`config.mk`:
```
export PLATFORM = sky130hd
export DESIGN_NAME = dio_chan
export DESIGN_NICKNAME = d
export VERILOG_FILES = /design/src/hw/dio_pkg.sv /design/src/hw/dio_stage_if.sv /design/src/hw/dio_stage.sv /design/src/hw/dio_chan.sv
export VERILOG_INCLUDE_DIRS = /design/src /design/src/hw
export SDC_FILE = /design/constraint.sdc
export NUM_CORES = 2
export LEC_CHECK = 0
export BUFFER_PORTS_ARGS = -buffer_cell sky130_fd_sc_hd__buf_4
export CELL_PAD_IN_SITES_DETAIL_PLACEMENT = 1
export CELL_PAD_IN_SITES_GLOBAL_PLACEMENT = 1
export CORE_ASPECT_RATIO = 1.2
export CORE_MARGIN = 2
export CORE_UTILIZATION = 50
export CTS_BUF_LIST = sky130_fd_sc_hd__clkbuf_8 sky130_fd_sc_hd__clkbuf_16
export DETAILED_ROUTE_END_ITERATION = 12
export PLACE_DENSITY_LB_ADDON = 0.1
export RECOVER_POWER = 25
export SLEW_MARGIN = 40
export SYNTH_ARGS = -nofsm -noshare
export SYNTH_HDL_FRONTEND = slang
export SYNTH_SLANG_ARGS = --single-unit
```
`constraint.sdc`:
```
create_clock -name pclk -period 13.38 [get_ports pclk]
set_input_delay 0.669 -clock pclk [delete_from_list [all_inputs] [get_ports pclk]]
set_output_delay 0.669 -clock pclk [all_outputs]
set_load 0.02 [all_outputs]
```
`src/hw/dio_defines.svh`:
```
// Constants of the drive I/O signal channels: register offsets, reset values, codes, timing.
// Assumes inclusion by bare name from every design file that needs a number.
`ifndef DIO_DEFINES_SVH
`define DIO_DEFINES_SVH

// ==========================================================
// Timing
`define DIO_CLK_PERIOD_NS  10
`define DIO_CLK_DIV_NS     10
`define DIO_T_REFRESH_US   1000
`define DIO_T_SAMPLE_MS    3'd4
`define DIO_MS_CYCLES      ((`DIO_T_REFRESH_US * 1000) / `DIO_CLK_DIV_NS)

// ==========================================================
// Register offsets (byte addresses)
`define DIO_A_BO_SRC    8'h00
`define DIO_A_BO_INV    8'h04
`define DIO_A_BO_STATE  8'h08
`define DIO_A_IN_FILT   8'h0C
`define DIO_A_IN_TYPE   8'h10
`define DIO_A_IN_GAIN   8'h14
`define DIO_A_IN_OFFS   8'h18
`define DIO_A_IN_DZ     8'h1C
`define DIO_A_WB_DELAY  8'h20
`define DIO_A_IN_STAT   8'h24
`define DIO_A_IN_VALUE  8'h28
`define DIO_A_OUT_SRC   8'h2C
`define DIO_A_OUT_ABS   8'h30
`define DIO_A_OUT_FILT  8'h34
`define DIO_A_OUT_GAIN  8'h38
`define DIO_A_OUT_OFFS  8'h3C
`define DIO_A_OUT_DZ    8'h40
`define DIO_A_OUT_SIGN  8'h44
`define DIO_A_IRQ_STAT  8'h48
`define DIO_A_IRQ_MASK  8'h4C

// ==========================================================
// Reset values and codes
`define DIO_BO_SRC_RST  16'h0343
`define DIO_GAIN_RST    16'h0100
`define DIO_DELAY_RST   16'h2710
`define DIO_SW1_CODE    12'h034
`define DIO_SW2_CODE    12'h035
`define DIO_SRC_FREQ    16'h0015
`define DIO_SRC_CURR    16'h001B
`define DIO_SRC_AIN     16'h02F3
`define DIO_AIN_MID     16'sh0200
`define DIO_DAC_MAX     16'sh03FF
`define DIO_FRAC        8
`define DIO_IRQ_WB      0
`define DIO_IRQ_DOUT    1
`define DIO_IRQ_SIGN    2
`define DIO_TYPE_BIP    0
`define DIO_TYPE_WBEN   1

`endif

```
`src/hw/dio_pkg.sv`:
```
// Types shared by the drive I/O channel modules.
// Assumes dio_defines.svh carries every number.
package dio_pkg;
  typedef logic signed [15:0] dio_val_t;
  typedef logic        [15:0] dio_word_t;
  typedef logic        [3:0]  dio_shift_t;
endpackage

```
`src/hw/dio_stage_if.sv`:
```
// Carrier between the channel top and one filter/scale/dead-zone stage.
// Assumes one clock domain; the top drives configuration and samples.
`timescale 1ns/100ps
interface dio_stage_if;
  import dio_pkg::*;
  dio_shift_t filt_shift;
  dio_val_t   gain;
  dio_val_t   offset;
  dio_word_t  dead_zone;
  logic       strobe;
  dio_val_t   x;
  dio_val_t   y;
  logic       done;
  modport ctl   (output filt_shift, gain, offset, dead_zone, strobe, x, input y, done);
  modport stage (input filt_shift, gain, offset, dead_zone, strobe, x, output y, done);
endinterface

```
`src/hw/dio_stage.sv`:
```
// One signal chain: first-order lag filter, scaling, dead zone.
// Assumes strobe is a one-cycle pulse at the sample rate; result follows two cycles later.
`timescale 1ns/100ps
`include "dio_defines.svh"
module dio_stage (
  input  wire logic  pclk,
  input  wire logic  presetn,
  dio_stage_if.stage sif
);
  import dio_pkg::*;

  // ==========================================================
  // Filter: y += (x - y) >> shift, extra fraction bits keep small steps
  logic signed [23:0] filt;
  logic               strobe_d;
  wire  signed [23:0] x_ext   = {sif.x, 8'h00};
  wire  signed [23:0] diff    = x_ext - filt;
  wire  signed [23:0] step    = diff >>> sif.filt_shift;
  wire  signed [23:0] next_filt = filt + step;
  wire  dio_val_t     filt_int = filt[23:`DIO_FRAC];
  wire  signed [31:0] prod    = filt_int * sif.gain;
  wire  dio_val_t     scaled  = dio_val_t'(prod[23:8] + sif.offset);
  wire  dio_word_t    mag     = scaled[15] ? dio_word_t'(-scaled) : dio_word_t'(scaled);
  wire  dio_val_t     zoned   = (mag < sif.dead_zone) ? 16'sh0000 : scaled;

  always_ff @(posedge pclk or negedge presetn) begin
    if (!presetn) begin
      filt     <= 24'sh000000;
      strobe_d <= 1'b0;
      sif.y    <= 16'sh0000;
      sif.done <= 1'b0;
    end else begin
      if (sif.strobe)
        filt <= next_filt;
      strobe_d <= sif.strobe;
      sif.done <= strobe_d;
      if (strobe_d)
        sif.y <= zoned;
    end
  end
endmodule

```
`src/hw/dio_chan.sv`:
```
// Drive I/O signal channels: binary output, analog input, analog output, APB registers.
// Assumes status words, ADC sample and connector values are synchronous to pclk.
`timescale 1ns/100ps
`include "dio_defines.svh"

// Operation
// - refresh binary output every 1 ms
// - binary output source is parameter plus bit
// - codes 52.x and 53.x pick status bits
// - sample analog input every 4 ms, 10 bits
// - input passes filter, scaling, dead zone
// - filter is first-order lag, time configurable
// - below half dead zone for delay: fault
// - monitoring needs enable and nonzero dead zone
// - monitoring only for unipolar input
// - update analog output every 4 ms, 10 bits
// - output selected connector value
// - output passes filter, scaling, dead zone
// - absolute option feeds magnitude to scaling
// - sign bit set for negative original value with absolute option on
module dio_chan #(
  parameter int MS_CYCLES = `DIO_MS_CYCLES
) (
  input  wire logic               pclk,
  input  wire logic               presetn,
  input  wire logic               psel,
  input  wire logic               penable,
  input  wire logic               pwrite,
  input  wire logic [7:0]         paddr,
  input  wire logic [31:0]        pwdata,
  output logic      [31:0]        prdata,
  output logic                    pready,
  output logic                    pslverr,
  input  wire dio_pkg::dio_word_t status_word1,
  input  wire dio_pkg::dio_word_t status_word2,
  input  wire logic [9:0]         adc_sample,
  input  wire dio_pkg::dio_val_t  conn_freq,
  input  wire dio_pkg::dio_val_t  conn_current,
  output logic                    relay_drive,
  output logic                    adc_strobe,
  output logic [9:0]              dac_value,
  output logic                    dac_update,
  output logic                    wire_break_fault,
  output logic                    irq
);
  import dio_pkg::*;

  // ==========================================================
  // Registers
  dio_word_t  binary_output_source;
  logic       binary_output_invert;
  logic       binary_output_state;
  dio_shift_t input_filter_time;
  logic [1:0] input_type_config;
  dio_val_t   in_gain;
  dio_val_t   in_offset;
  dio_word_t  input_dead_zone_width;
  dio_word_t  wire_break_delay;
  logic       wire_broken;
  dio_val_t   in_value;
  dio_word_t  analog_output_source;
  logic       output_absolute_option;
  dio_shift_t out_filt;
  dio_val_t   out_gain;
  dio_val_t   out_offset;
  dio_word_t  out_dz;
  logic       output_sign_status;
  logic [2:0] irq_stat;
  logic [2:0] irq_mask;

  // ==========================================================
  // Time base: 1 ms tick and 4 ms sample tick
  logic [31:0] ms_cnt;
  logic [2:0]  smp_cnt;
  wire         ms_tick  = (ms_cnt == 32'(MS_CYCLES - 1));
  wire         smp_tick = ms_tick && (smp_cnt == `DIO_T_SAMPLE_MS - 3'd1);

  always_ff @(posedge pclk or negedge presetn) begin
    if (!presetn) begin
      ms_cnt  <= 32'h0;
      smp_cnt <= 3'h0;
    end else begin
      ms_cnt <= ms_tick ? 32'h0 : ms_cnt + 32'h1;
      if (ms_tick)
        smp_cnt <= smp_tick ? 3'h0 : smp_cnt + 3'h1;
    end
  end

  // ==========================================================
  // Binary output
  wire [11:0] bo_param   = binary_output_source[15:4];
  wire [3:0]  bo_bit     = binary_output_source[3:0];
  wire dio_word_t bo_word = (bo_param == `DIO_SW1_CODE) ? status_word1 :
                            (bo_param == `DIO_SW2_CODE) ? status_word2 : 16'h0000;
  wire        bo_sel     = bo_word[bo_bit];
  wire        next_bo    = bo_sel ^ binary_output_invert;
  wire        bo_changed = ms_tick && (next_bo != binary_output_state);

  always_ff @(posedge pclk or negedge presetn) begin
    if (!presetn)
      binary_output_state <= 1'b0;
    else if (ms_tick)
      binary_output_state <= next_bo;
  end
  assign relay_drive = binary_output_state;

  // ==========================================================
  // Analog input chain
  dio_stage_if ain_if ();
  dio_stage_if aout_if ();

  wire        in_bipolar = input_type_config[`DIO_TYPE_BIP];
  wire dio_val_t raw_in  = in_bipolar ? dio_val_t'({6'h00, adc_sample}) - `DIO_AIN_MID
                                      : dio_val_t'({6'h00, adc_sample});
  logic [9:0] adc_hold;
  logic       adc_valid;

  assign ain_if.filt_shift = input_filter_time;
  assign ain_if.gain       = in_gain;
  assign ain_if.offset     = in_offset;
  assign ain_if.dead_zone  = input_dead_zone_width;
  assign ain_if.strobe     = smp_tick;
  assign ain_if.x          = raw_in;
  assign adc_strobe        = smp_tick;

  dio_stage u_ain (
    .pclk    (pclk),
    .presetn (presetn),
    .sif     (ain_if.stage)
  );

  // ==========================================================
  // Wire breakage monitoring
  wire        wb_active = !in_bipolar && input_type_config[`DIO_TYPE_WBEN]
                          && (input_dead_zone_width != 16'h0000);
  // Source must keep normal values above this threshold when monitoring is on
  wire        wb_below  = adc_valid && ({6'h00, adc_hold} < (input_dead_zone_width >> 1));
  dio_word_t  wb_cnt;
  wire        wb_hit    = wb_active && wb_below && (wb_cnt >= wire_break_delay);
  wire        wb_event  = wb_hit && !wire_broken;

  always_ff @(posedge pclk or negedge presetn) begin
    if (!presetn) begin
      adc_hold    <= 10'h000;
      adc_valid   <= 1'b0;
      wb_cnt      <= 16'h0000;
      wire_broken <= 1'b0;
      in_value    <= 16'sh0000;
    end else begin
      if (smp_tick) begin
        adc_hold  <= adc_sample;
        adc_valid <= 1'b1;
      end
      if (!(wb_active && wb_below))
        wb_cnt <= 16'h0000;
      else if (ms_tick && wb_cnt != 16'hFFFF)
        wb_cnt <= wb_cnt + 16'h0001;
      wire_broken <= wb_hit;
      if (ain_if.done)
        in_value <= ain_if.y;
    end
  end
  assign wire_break_fault = wire_broken;

  // ==========================================================
  // Analog output chain
  wire dio_val_t out_sel = (analog_output_source == `DIO_SRC_FREQ) ? conn_freq :
                           (analog_output_source == `DIO_SRC_CURR) ? conn_current :
                           (analog_output_source == `DIO_SRC_AIN)  ? in_value : 16'sh0000;
  wire        out_neg    = out_sel[15];
  wire dio_val_t out_fold = (output_absolute_option && out_neg) ? -out_sel : out_sel;
  wire dio_val_t out_y    = aout_if.y;
  wire [9:0]  dac_next    = out_y[15] ? 10'h000 :
                            (out_y > `DIO_DAC_MAX) ? 10'h3FF : out_y[9:0];
  wire        sign_event  = smp_tick && output_absolute_option && out_neg;

  assign aout_if.filt_shift = out_filt;
  assign aout_if.gain       = out_gain;
  assign aout_if.offset     = out_offset;
  assign aout_if.dead_zone  = out_dz;
  assign aout_if.strobe     = smp_tick;
  assign aout_if.x          = out_fold;

  dio_stage u_aout (
    .pclk    (pclk),
    .presetn (presetn),
    .sif     (aout_if.stage)
  );

  always_ff @(posedge pclk or negedge presetn) begin
    if (!presetn) begin
      dac_value          <= 10'h000;
      dac_update         <= 1'b0;
      output_sign_status <= 1'b0;
    end else begin
      dac_update <= aout_if.done;
      if (aout_if.done)
        dac_value <= dac_next;
      if (smp_tick)
        output_sign_status <= output_absolute_option && out_neg;
    end
  end

  // ==========================================================
  // APB slave: zero wait states, read data latched in setup
  wire        setup  = psel && !penable;
  wire        wr     = psel && penable && pwrite;
  wire        hit_bo_src = (paddr == `DIO_A_BO_SRC);
  wire        hit_bo_inv = (paddr == `DIO_A_BO_INV);
  wire        hit_in_flt = (paddr == `DIO_A_IN_FILT);
  wire        hit_in_typ = (paddr == `DIO_A_IN_TYPE);
  wire        hit_in_gn  = (paddr == `DIO_A_IN_GAIN);
  wire        hit_in_of  = (paddr == `DIO_A_IN_OFFS);
  wire        hit_in_dz  = (paddr == `DIO_A_IN_DZ);
  wire        hit_wb_dl  = (paddr == `DIO_A_WB_DELAY);
  wire        hit_out_sr = (paddr == `DIO_A_OUT_SRC);
  wire        hit_out_ab = (paddr == `DIO_A_OUT_ABS);
  wire        hit_out_fl = (paddr == `DIO_A_OUT_FILT);
  wire        hit_out_gn = (paddr == `DIO_A_OUT_GAIN);
  wire        hit_out_of = (paddr == `DIO_A_OUT_OFFS);
  wire        hit_out_dz = (paddr == `DIO_A_OUT_DZ);
  wire        hit_irq_st = (paddr == `DIO_A_IRQ_STAT);
  wire        hit_irq_mk = (paddr == `DIO_A_IRQ_MASK);
  wire        hit_ro     = (paddr == `DIO_A_BO_STATE) || (paddr == `DIO_A_IN_STAT) ||
                           (paddr == `DIO_A_IN_VALUE) || (paddr == `DIO_A_OUT_SIGN);
  wire        mapped     = hit_bo_src || hit_bo_inv || hit_in_flt || hit_in_typ || hit_in_gn ||
                           hit_in_of || hit_in_dz || hit_wb_dl || hit_out_sr || hit_out_ab ||
                           hit_out_fl || hit_out_gn || hit_out_of || hit_out_dz ||
                           hit_irq_st || hit_irq_mk || hit_ro;
  logic [31:0] rd_mux;

  always_comb begin
    rd_mux = 32'h0;
    unique case (paddr)
      `DIO_A_BO_SRC:   rd_mux = {16'h0, binary_output_source};
      `DIO_A_BO_INV:   rd_mux = {31'h0, binary_output_invert};
      `DIO_A_BO_STATE: rd_mux = {31'h0, binary_output_state};
      `DIO_A_IN_FILT:  rd_mux = {28'h0, input_filter_time};
      `DIO_A_IN_TYPE:  rd_mux = {30'h0, input_type_config};
      `DIO_A_IN_GAIN:  rd_mux = {16'h0, in_gain};
      `DIO_A_IN_OFFS:  rd_mux = {16'h0, in_offset};
      `DIO_A_IN_DZ:    rd_mux = {16'h0, input_dead_zone_width};
      `DIO_A_WB_DELAY: rd_mux = {16'h0, wire_break_delay};
      `DIO_A_IN_STAT:  rd_mux = {31'h0, wire_broken};
      `DIO_A_IN_VALUE: rd_mux = {16'h0, in_value};
      `DIO_A_OUT_SRC:  rd_mux = {16'h0, analog_output_source};
      `DIO_A_OUT_ABS:  rd_mux = {31'h0, output_absolute_option};
      `DIO_A_OUT_FILT: rd_mux = {28'h0, out_filt};
      `DIO_A_OUT_GAIN: rd_mux = {16'h0, out_gain};
      `DIO_A_OUT_OFFS: rd_mux = {16'h0, out_offset};
      `DIO_A_OUT_DZ:   rd_mux = {16'h0, out_dz};
      `DIO_A_OUT_SIGN: rd_mux = {31'h0, output_sign_status};
      `DIO_A_IRQ_STAT: rd_mux = {29'h0, irq_stat};
      `DIO_A_IRQ_MASK: rd_mux = {29'h0, irq_mask};
      default:         rd_mux = 32'h0;
    endcase
  end

  assign pready  = 1'b1;
  assign pslverr = psel && penable && !mapped;

  // Events set sticky bits; a set in the same cycle as a clear wins
  wire [2:0] irq_set = {sign_event, bo_changed, wb_event};
  wire [2:0] irq_clr = (wr && hit_irq_st) ? pwdata[2:0] : 3'h0;
  assign irq = |(irq_stat & irq_mask);

  always_ff @(posedge pclk or negedge presetn) begin
    if (!presetn) begin
      prdata                 <= 32'h0;
      binary_output_source   <= `DIO_BO_SRC_RST;
      binary_output_invert   <= 1'b0;
      input_filter_time      <= 4'h0;
      input_type_config      <= 2'h0;
      in_gain                <= `DIO_GAIN_RST;
      in_offset              <= 16'sh0000;
      input_dead_zone_width  <= 16'h0000;
      wire_break_delay       <= `DIO_DELAY_RST;
      analog_output_source   <= `DIO_SRC_FREQ;
      output_absolute_option <= 1'b0;
      out_filt               <= 4'h0;
      out_gain               <= `DIO_GAIN_RST;
      out_offset             <= 16'sh0000;
      out_dz                 <= 16'h0000;
      irq_stat               <= 3'h0;
      irq_mask               <= 3'h0;
    end else begin
      if (setup)
        prdata <= rd_mux;
      if (wr && hit_bo_src) binary_output_source   <= pwdata[15:0];
      if (wr && hit_bo_inv) binary_output_invert   <= pwdata[0];
      if (wr && hit_in_flt) input_filter_time      <= pwdata[3:0];
      if (wr && hit_in_typ) input_type_config      <= pwdata[1:0];
      if (wr && hit_in_gn)  in_gain                <= pwdata[15:0];
      if (wr && hit_in_of)  in_offset              <= pwdata[15:0];
      if (wr && hit_in_dz)  input_dead_zone_width  <= pwdata[15:0];
      if (wr && hit_wb_dl)  wire_break_delay       <= pwdata[15:0];
      if (wr && hit_out_sr) analog_output_source   <= pwdata[15:0];
      if (wr && hit_out_ab) output_absolute_option <= pwdata[0];
      if (wr && hit_out_fl) out_filt               <= pwdata[3:0];
      if (wr && hit_out_gn) out_gain               <= pwdata[15:0];
      if (wr && hit_out_of) out_offset             <= pwdata[15:0];
      if (wr && hit_out_dz) out_dz                 <= pwdata[15:0];
      if (wr && hit_irq_mk) irq_mask               <= pwdata[2:0];
      irq_stat <= (irq_stat & ~irq_clr) | irq_set;
    end
  end
endmodule

```
==> summary.md <==
| Metric | Value |
|---|---|
| Status | `complete, but fails checks` |
| Failing checks | `capacitance limit, slew limit` |
| Top_reg_cell synth | `dfrtp_1` |
| Synthesized area per cell | `9.12 um^2` |
| DR vias | `around 33000` |
| Depth of the CTS H-tree | `2` |
| CTS buffer count | `41` |
| HP Class | `in -> reg` |
| Core Box Area | `79500 um^2` |
| Final period utilization | `between 80% and 90%` |
| Shortest period the worst path allows | `between 10000 and 15000 ps` |
| Max-slew violations | `271` |
| Met3 Usage GRT | `3.37%` |
| Synthesized cell area | `between 40000 and 50000 um^2` |
| Static leakage | `21.1 nW` |
| Clk_skew | `between 20 and 30 ps` |
| Final setup fails | `0` |
| Slew HR | `-135%` |
| Setup crit end kind | `register` |
| Ys async rst share | `100%` |
| Crit Reg-Reg Startpoint | `u_ain.filt[14]` |
| Share of cells above drive strength 1 | `a little under an eighth` |
| Final ANT Viol Nets | `0` |
| Post-CTS setup repair buffer count | `0` |
| Startpoint types | `register` |
| Synthesized flop and latch total | `around 350` |
| Setup Crit Path Kind | `reg -> reg` |
| Crit path launch | `u_ain.filt[14]` |
| Slew @ Worst Pin | `around 3500 ps` |
| HP Start | `adc_sample[7]` |
| Placed Area | `around 42000 um^2` |
| Met1 Resource Use GR | `37.8%` |
| Initial Util | `between 50% and 60%` |
| Arrival time of the worst setup path | `approximately 11000 ps` |
| Register bank with the most flops | `ms_cnt` |
| Synth-to-layout area growth | `8.06%` |
| Number of synthesized flops with an enable pin | `0` |
| Detail Placement HPWL | `~100000 um` |
| Yosys top cell area share | `a little over a fifth` |
| Number of fill cells | `a little over 9000` |
| Clk_lat worst skew | `roughly 600 ps` |
| YS warnings | `0` |
| RePlAce Congestion | `approximately 0.95` |
| Port bufs | `134` |
| Vias in the first global route | `approximately 35000` |
| DRC errors left | `0` |
| Largest net degree at the start of global routing | `86` |
| Max Cap Viol | `5` |
| Mapped Cells | `between 4000 and 5000` |
| Maximum buffer depth of the clock tree | `3` |
| RSZ-0062 raised after global routing | `false` |
| Post-Route WL | `between 100000 and 150000 um` |
| PD cells | `approximately 70 nW/um^2` |
| Via/cell ratio | `around 6` |
| Most Used Layer, Global Route | `met2` |
| TritonRoute pass-1 iters | `6` |
| CTS resizes | `0` |
| Dominant cell type by area after synthesis | `dfrtp_1` |
| Final Instance Area | `approximately 43000 um^2` |
| CP bufs+invs | `4` |
| Largest registers | `ms_cnt x32, u_ain.filt x24, u_aout.filt x24` |
| Largest stage delay, worst path | `~700 ps` |
| Initial antenna violation count | `3` |
| Sequential element share of the synthesized area | `21.9%` |
| Worst IR Drop VDD | `0.0617 mV` |
| Clock slew at reported path FFs | `60 ps` |
| Core Rows | `roughly 110` |
| Clock sink total | `around 350` |
| Overall power | `3.13 mW` |
| All-Layer GR Usage | `a little under a third` |
| First-pass GRT wire length | `203000 um` |
| Cts hold-fix bufs | `0` |
| Most used cell, CP | `fa_1` |
| Max reg flops | `32` |
| Fmax | `about 90 MHz` |
| Critical Path RT | `approximately 14000 ps` |
| Initial DRC Count | `between 1500 and 2000` |
| Final hold violation count | `0` |
| Cell family with most CP delay | `adder cells` |
| Die width | `around 260 um` |
| Fin nets | `roughly 5200` |
| Total die area | `between 80000 and 90000 um^2` |
| Met2 Use GR | `between 50% and 60%` |
| Synth top area cells | `dfrtp_1 (21%), fa_1 (19%), ha_1 (9.7%), inv_1 (5.8%), mux2_2 (5.4%)` |
| Die Span Y | `315 um` |
| Root Buffer | `clkbuf_16` |
| Synth cell types | `100` |
| CTS tree | `yes` |
| Crit-path slowest cell | `xor2_1` |
| Total gr overflow | `0` |
| Setup TNS | `0 ps` |
| Crit Path Max Fanout | `18` |
| Routed WL per cell | `23.4 um` |
| Ports | `168` |
[path summary, 6_finish.rpt]
path                                  end  slack (ps)  cells after the start
max                        u_ain.sif.y[5]        2580                     35
min                           adc_hold[7]         300                      3
max reg2reg                u_ain.sif.y[5]        2580                     35
min reg2reg                u_ain.sif.done         450                      0
max in group asynchronous     in_value[8]        7410                      2
min in group asynchronous      ms_cnt[17]        1270                      1
[cells by family (layout without fill, tap and decap cells)]
kind of cell    after synthesis  after routing  share of synthesized area, %
flops                       352            352                          21.9
simple gates               1282           1282                          15.3
fa+ha+maj                   688            688                          28.4
xor+xnor                    254            254                          5.62
other cells                   2             18                        0.0187
mux                         276            276                          8.31
buf+inv                     833            879                          8.06
compound gates              722            722                          12.3
[power by group]
| part | leakage, nW | internal, mW | switching (mW) |
|---|---|---|---|
| Clock | 0.714 | 0.673 | 0.497 |
| Sequential | 4.52 | 1.07 | 0.0188 |
| Combinational | 15.8 | 0.352 | 0.518 |
| Total | 21.1 | 2.10 | 1.03 |
[layer usage]
layer,routed length [um],share of wire [%],vias up
met4,7050,5.5,4
met3,5480,4.3,259
li1,-,-,14700
met1,50500,39,16800
met2,65700,51,822
met5,30,0.023,-
[cell usage after synthesis (all sizes together), types with 16 or more instances]
library cell  number
a21oi            143
ha               312
mux4              27
nand2b            28
mux2             192
nand2            482
and2             223
a22o              31
a211oi            51
nor3              58
nand4             41
o21a              29
and3              39
o211ai            16
nor2b             24
xnor2            178
xor2              74
buf               44
o31ai             26
fa               376
a21o              75
nor2             241
a221oi            32
nor4              22
nand3             64
or3               16
a31oi             34
o21ai            138
mux2i             57
dfrtp            337
a22oi             39
clkbuf           165
inv              623
[worst reg2reg max path, delay by kind of cell, from the launching register on]
kind / cells / cell delay, ps
buf+inv: 4 / 210
simple gates: 8 / 2040
flops: 1 / 680
compound gates: 11 / 2840
fa+ha+maj: 9 / 3950
xor+xnor: 3 / 980
[placed cells by master, fill, tap and decap left out, types with 32 or more instances in the layout]
master     netlist  final
and2_1         223    223
nor3_1          57     54
a21o_1          74     74
nand4_1         41     41
buf_4           21    173
a22oi_1         39     39
and3_1          39     39
a221oi_1        32     32
nor2_1         241    240
dfrtp_1        337    333
mux2_2         192    192
nand2_1        481    480
mux2i_1         57     57
clkbuf_16        0     42
a31oi_1         34     34
a21oi_1        138    137
o21ai_0        129    129
xor2_1          74     74
ha_1           312    312
nand3_1         64     64
fa_1           376    376
xnor2_1        177    174
inv_1          619    626
a211oi_1        51     51
[area by class of cell]
| type | instances | area, um^2 | area share [%] |
|---|---|---|---|
| inverters | 624 | 2340 | 5.39 |
| clock buffers | 53 | 1200 | 2.77 |
| flip-flops and latches | 352 | 8830 | 20.3 |
| multi-input cells | 3239 | 28300 | 65.0 |
| diodes | 1 | 2.50 | 0.00576 |
| repair buffers | 180 | 1340 | 3.08 |
| clock inverters | 22 | 180 | 0.414 |
| well taps | 1035 | 1290 | 2.98 |
[metrics by stage]
step / util, % / cells / hold WS [ps] / setup slack (ps)
floorplan: - / 4424 / 352 / 3550
global placement: 52.9 / 5429 / 450 / 2720
detailed placement: 53.0 / 5430 / 454 / 2400
CTS: 54.7 / 5505 / 22.1 / 2410
global route: 54.7 / 5505 / 312 / 1920
finish: 54.7 / 5506 / 301 / 2580
No activity file was read; power rests on OpenSTA's default activity.
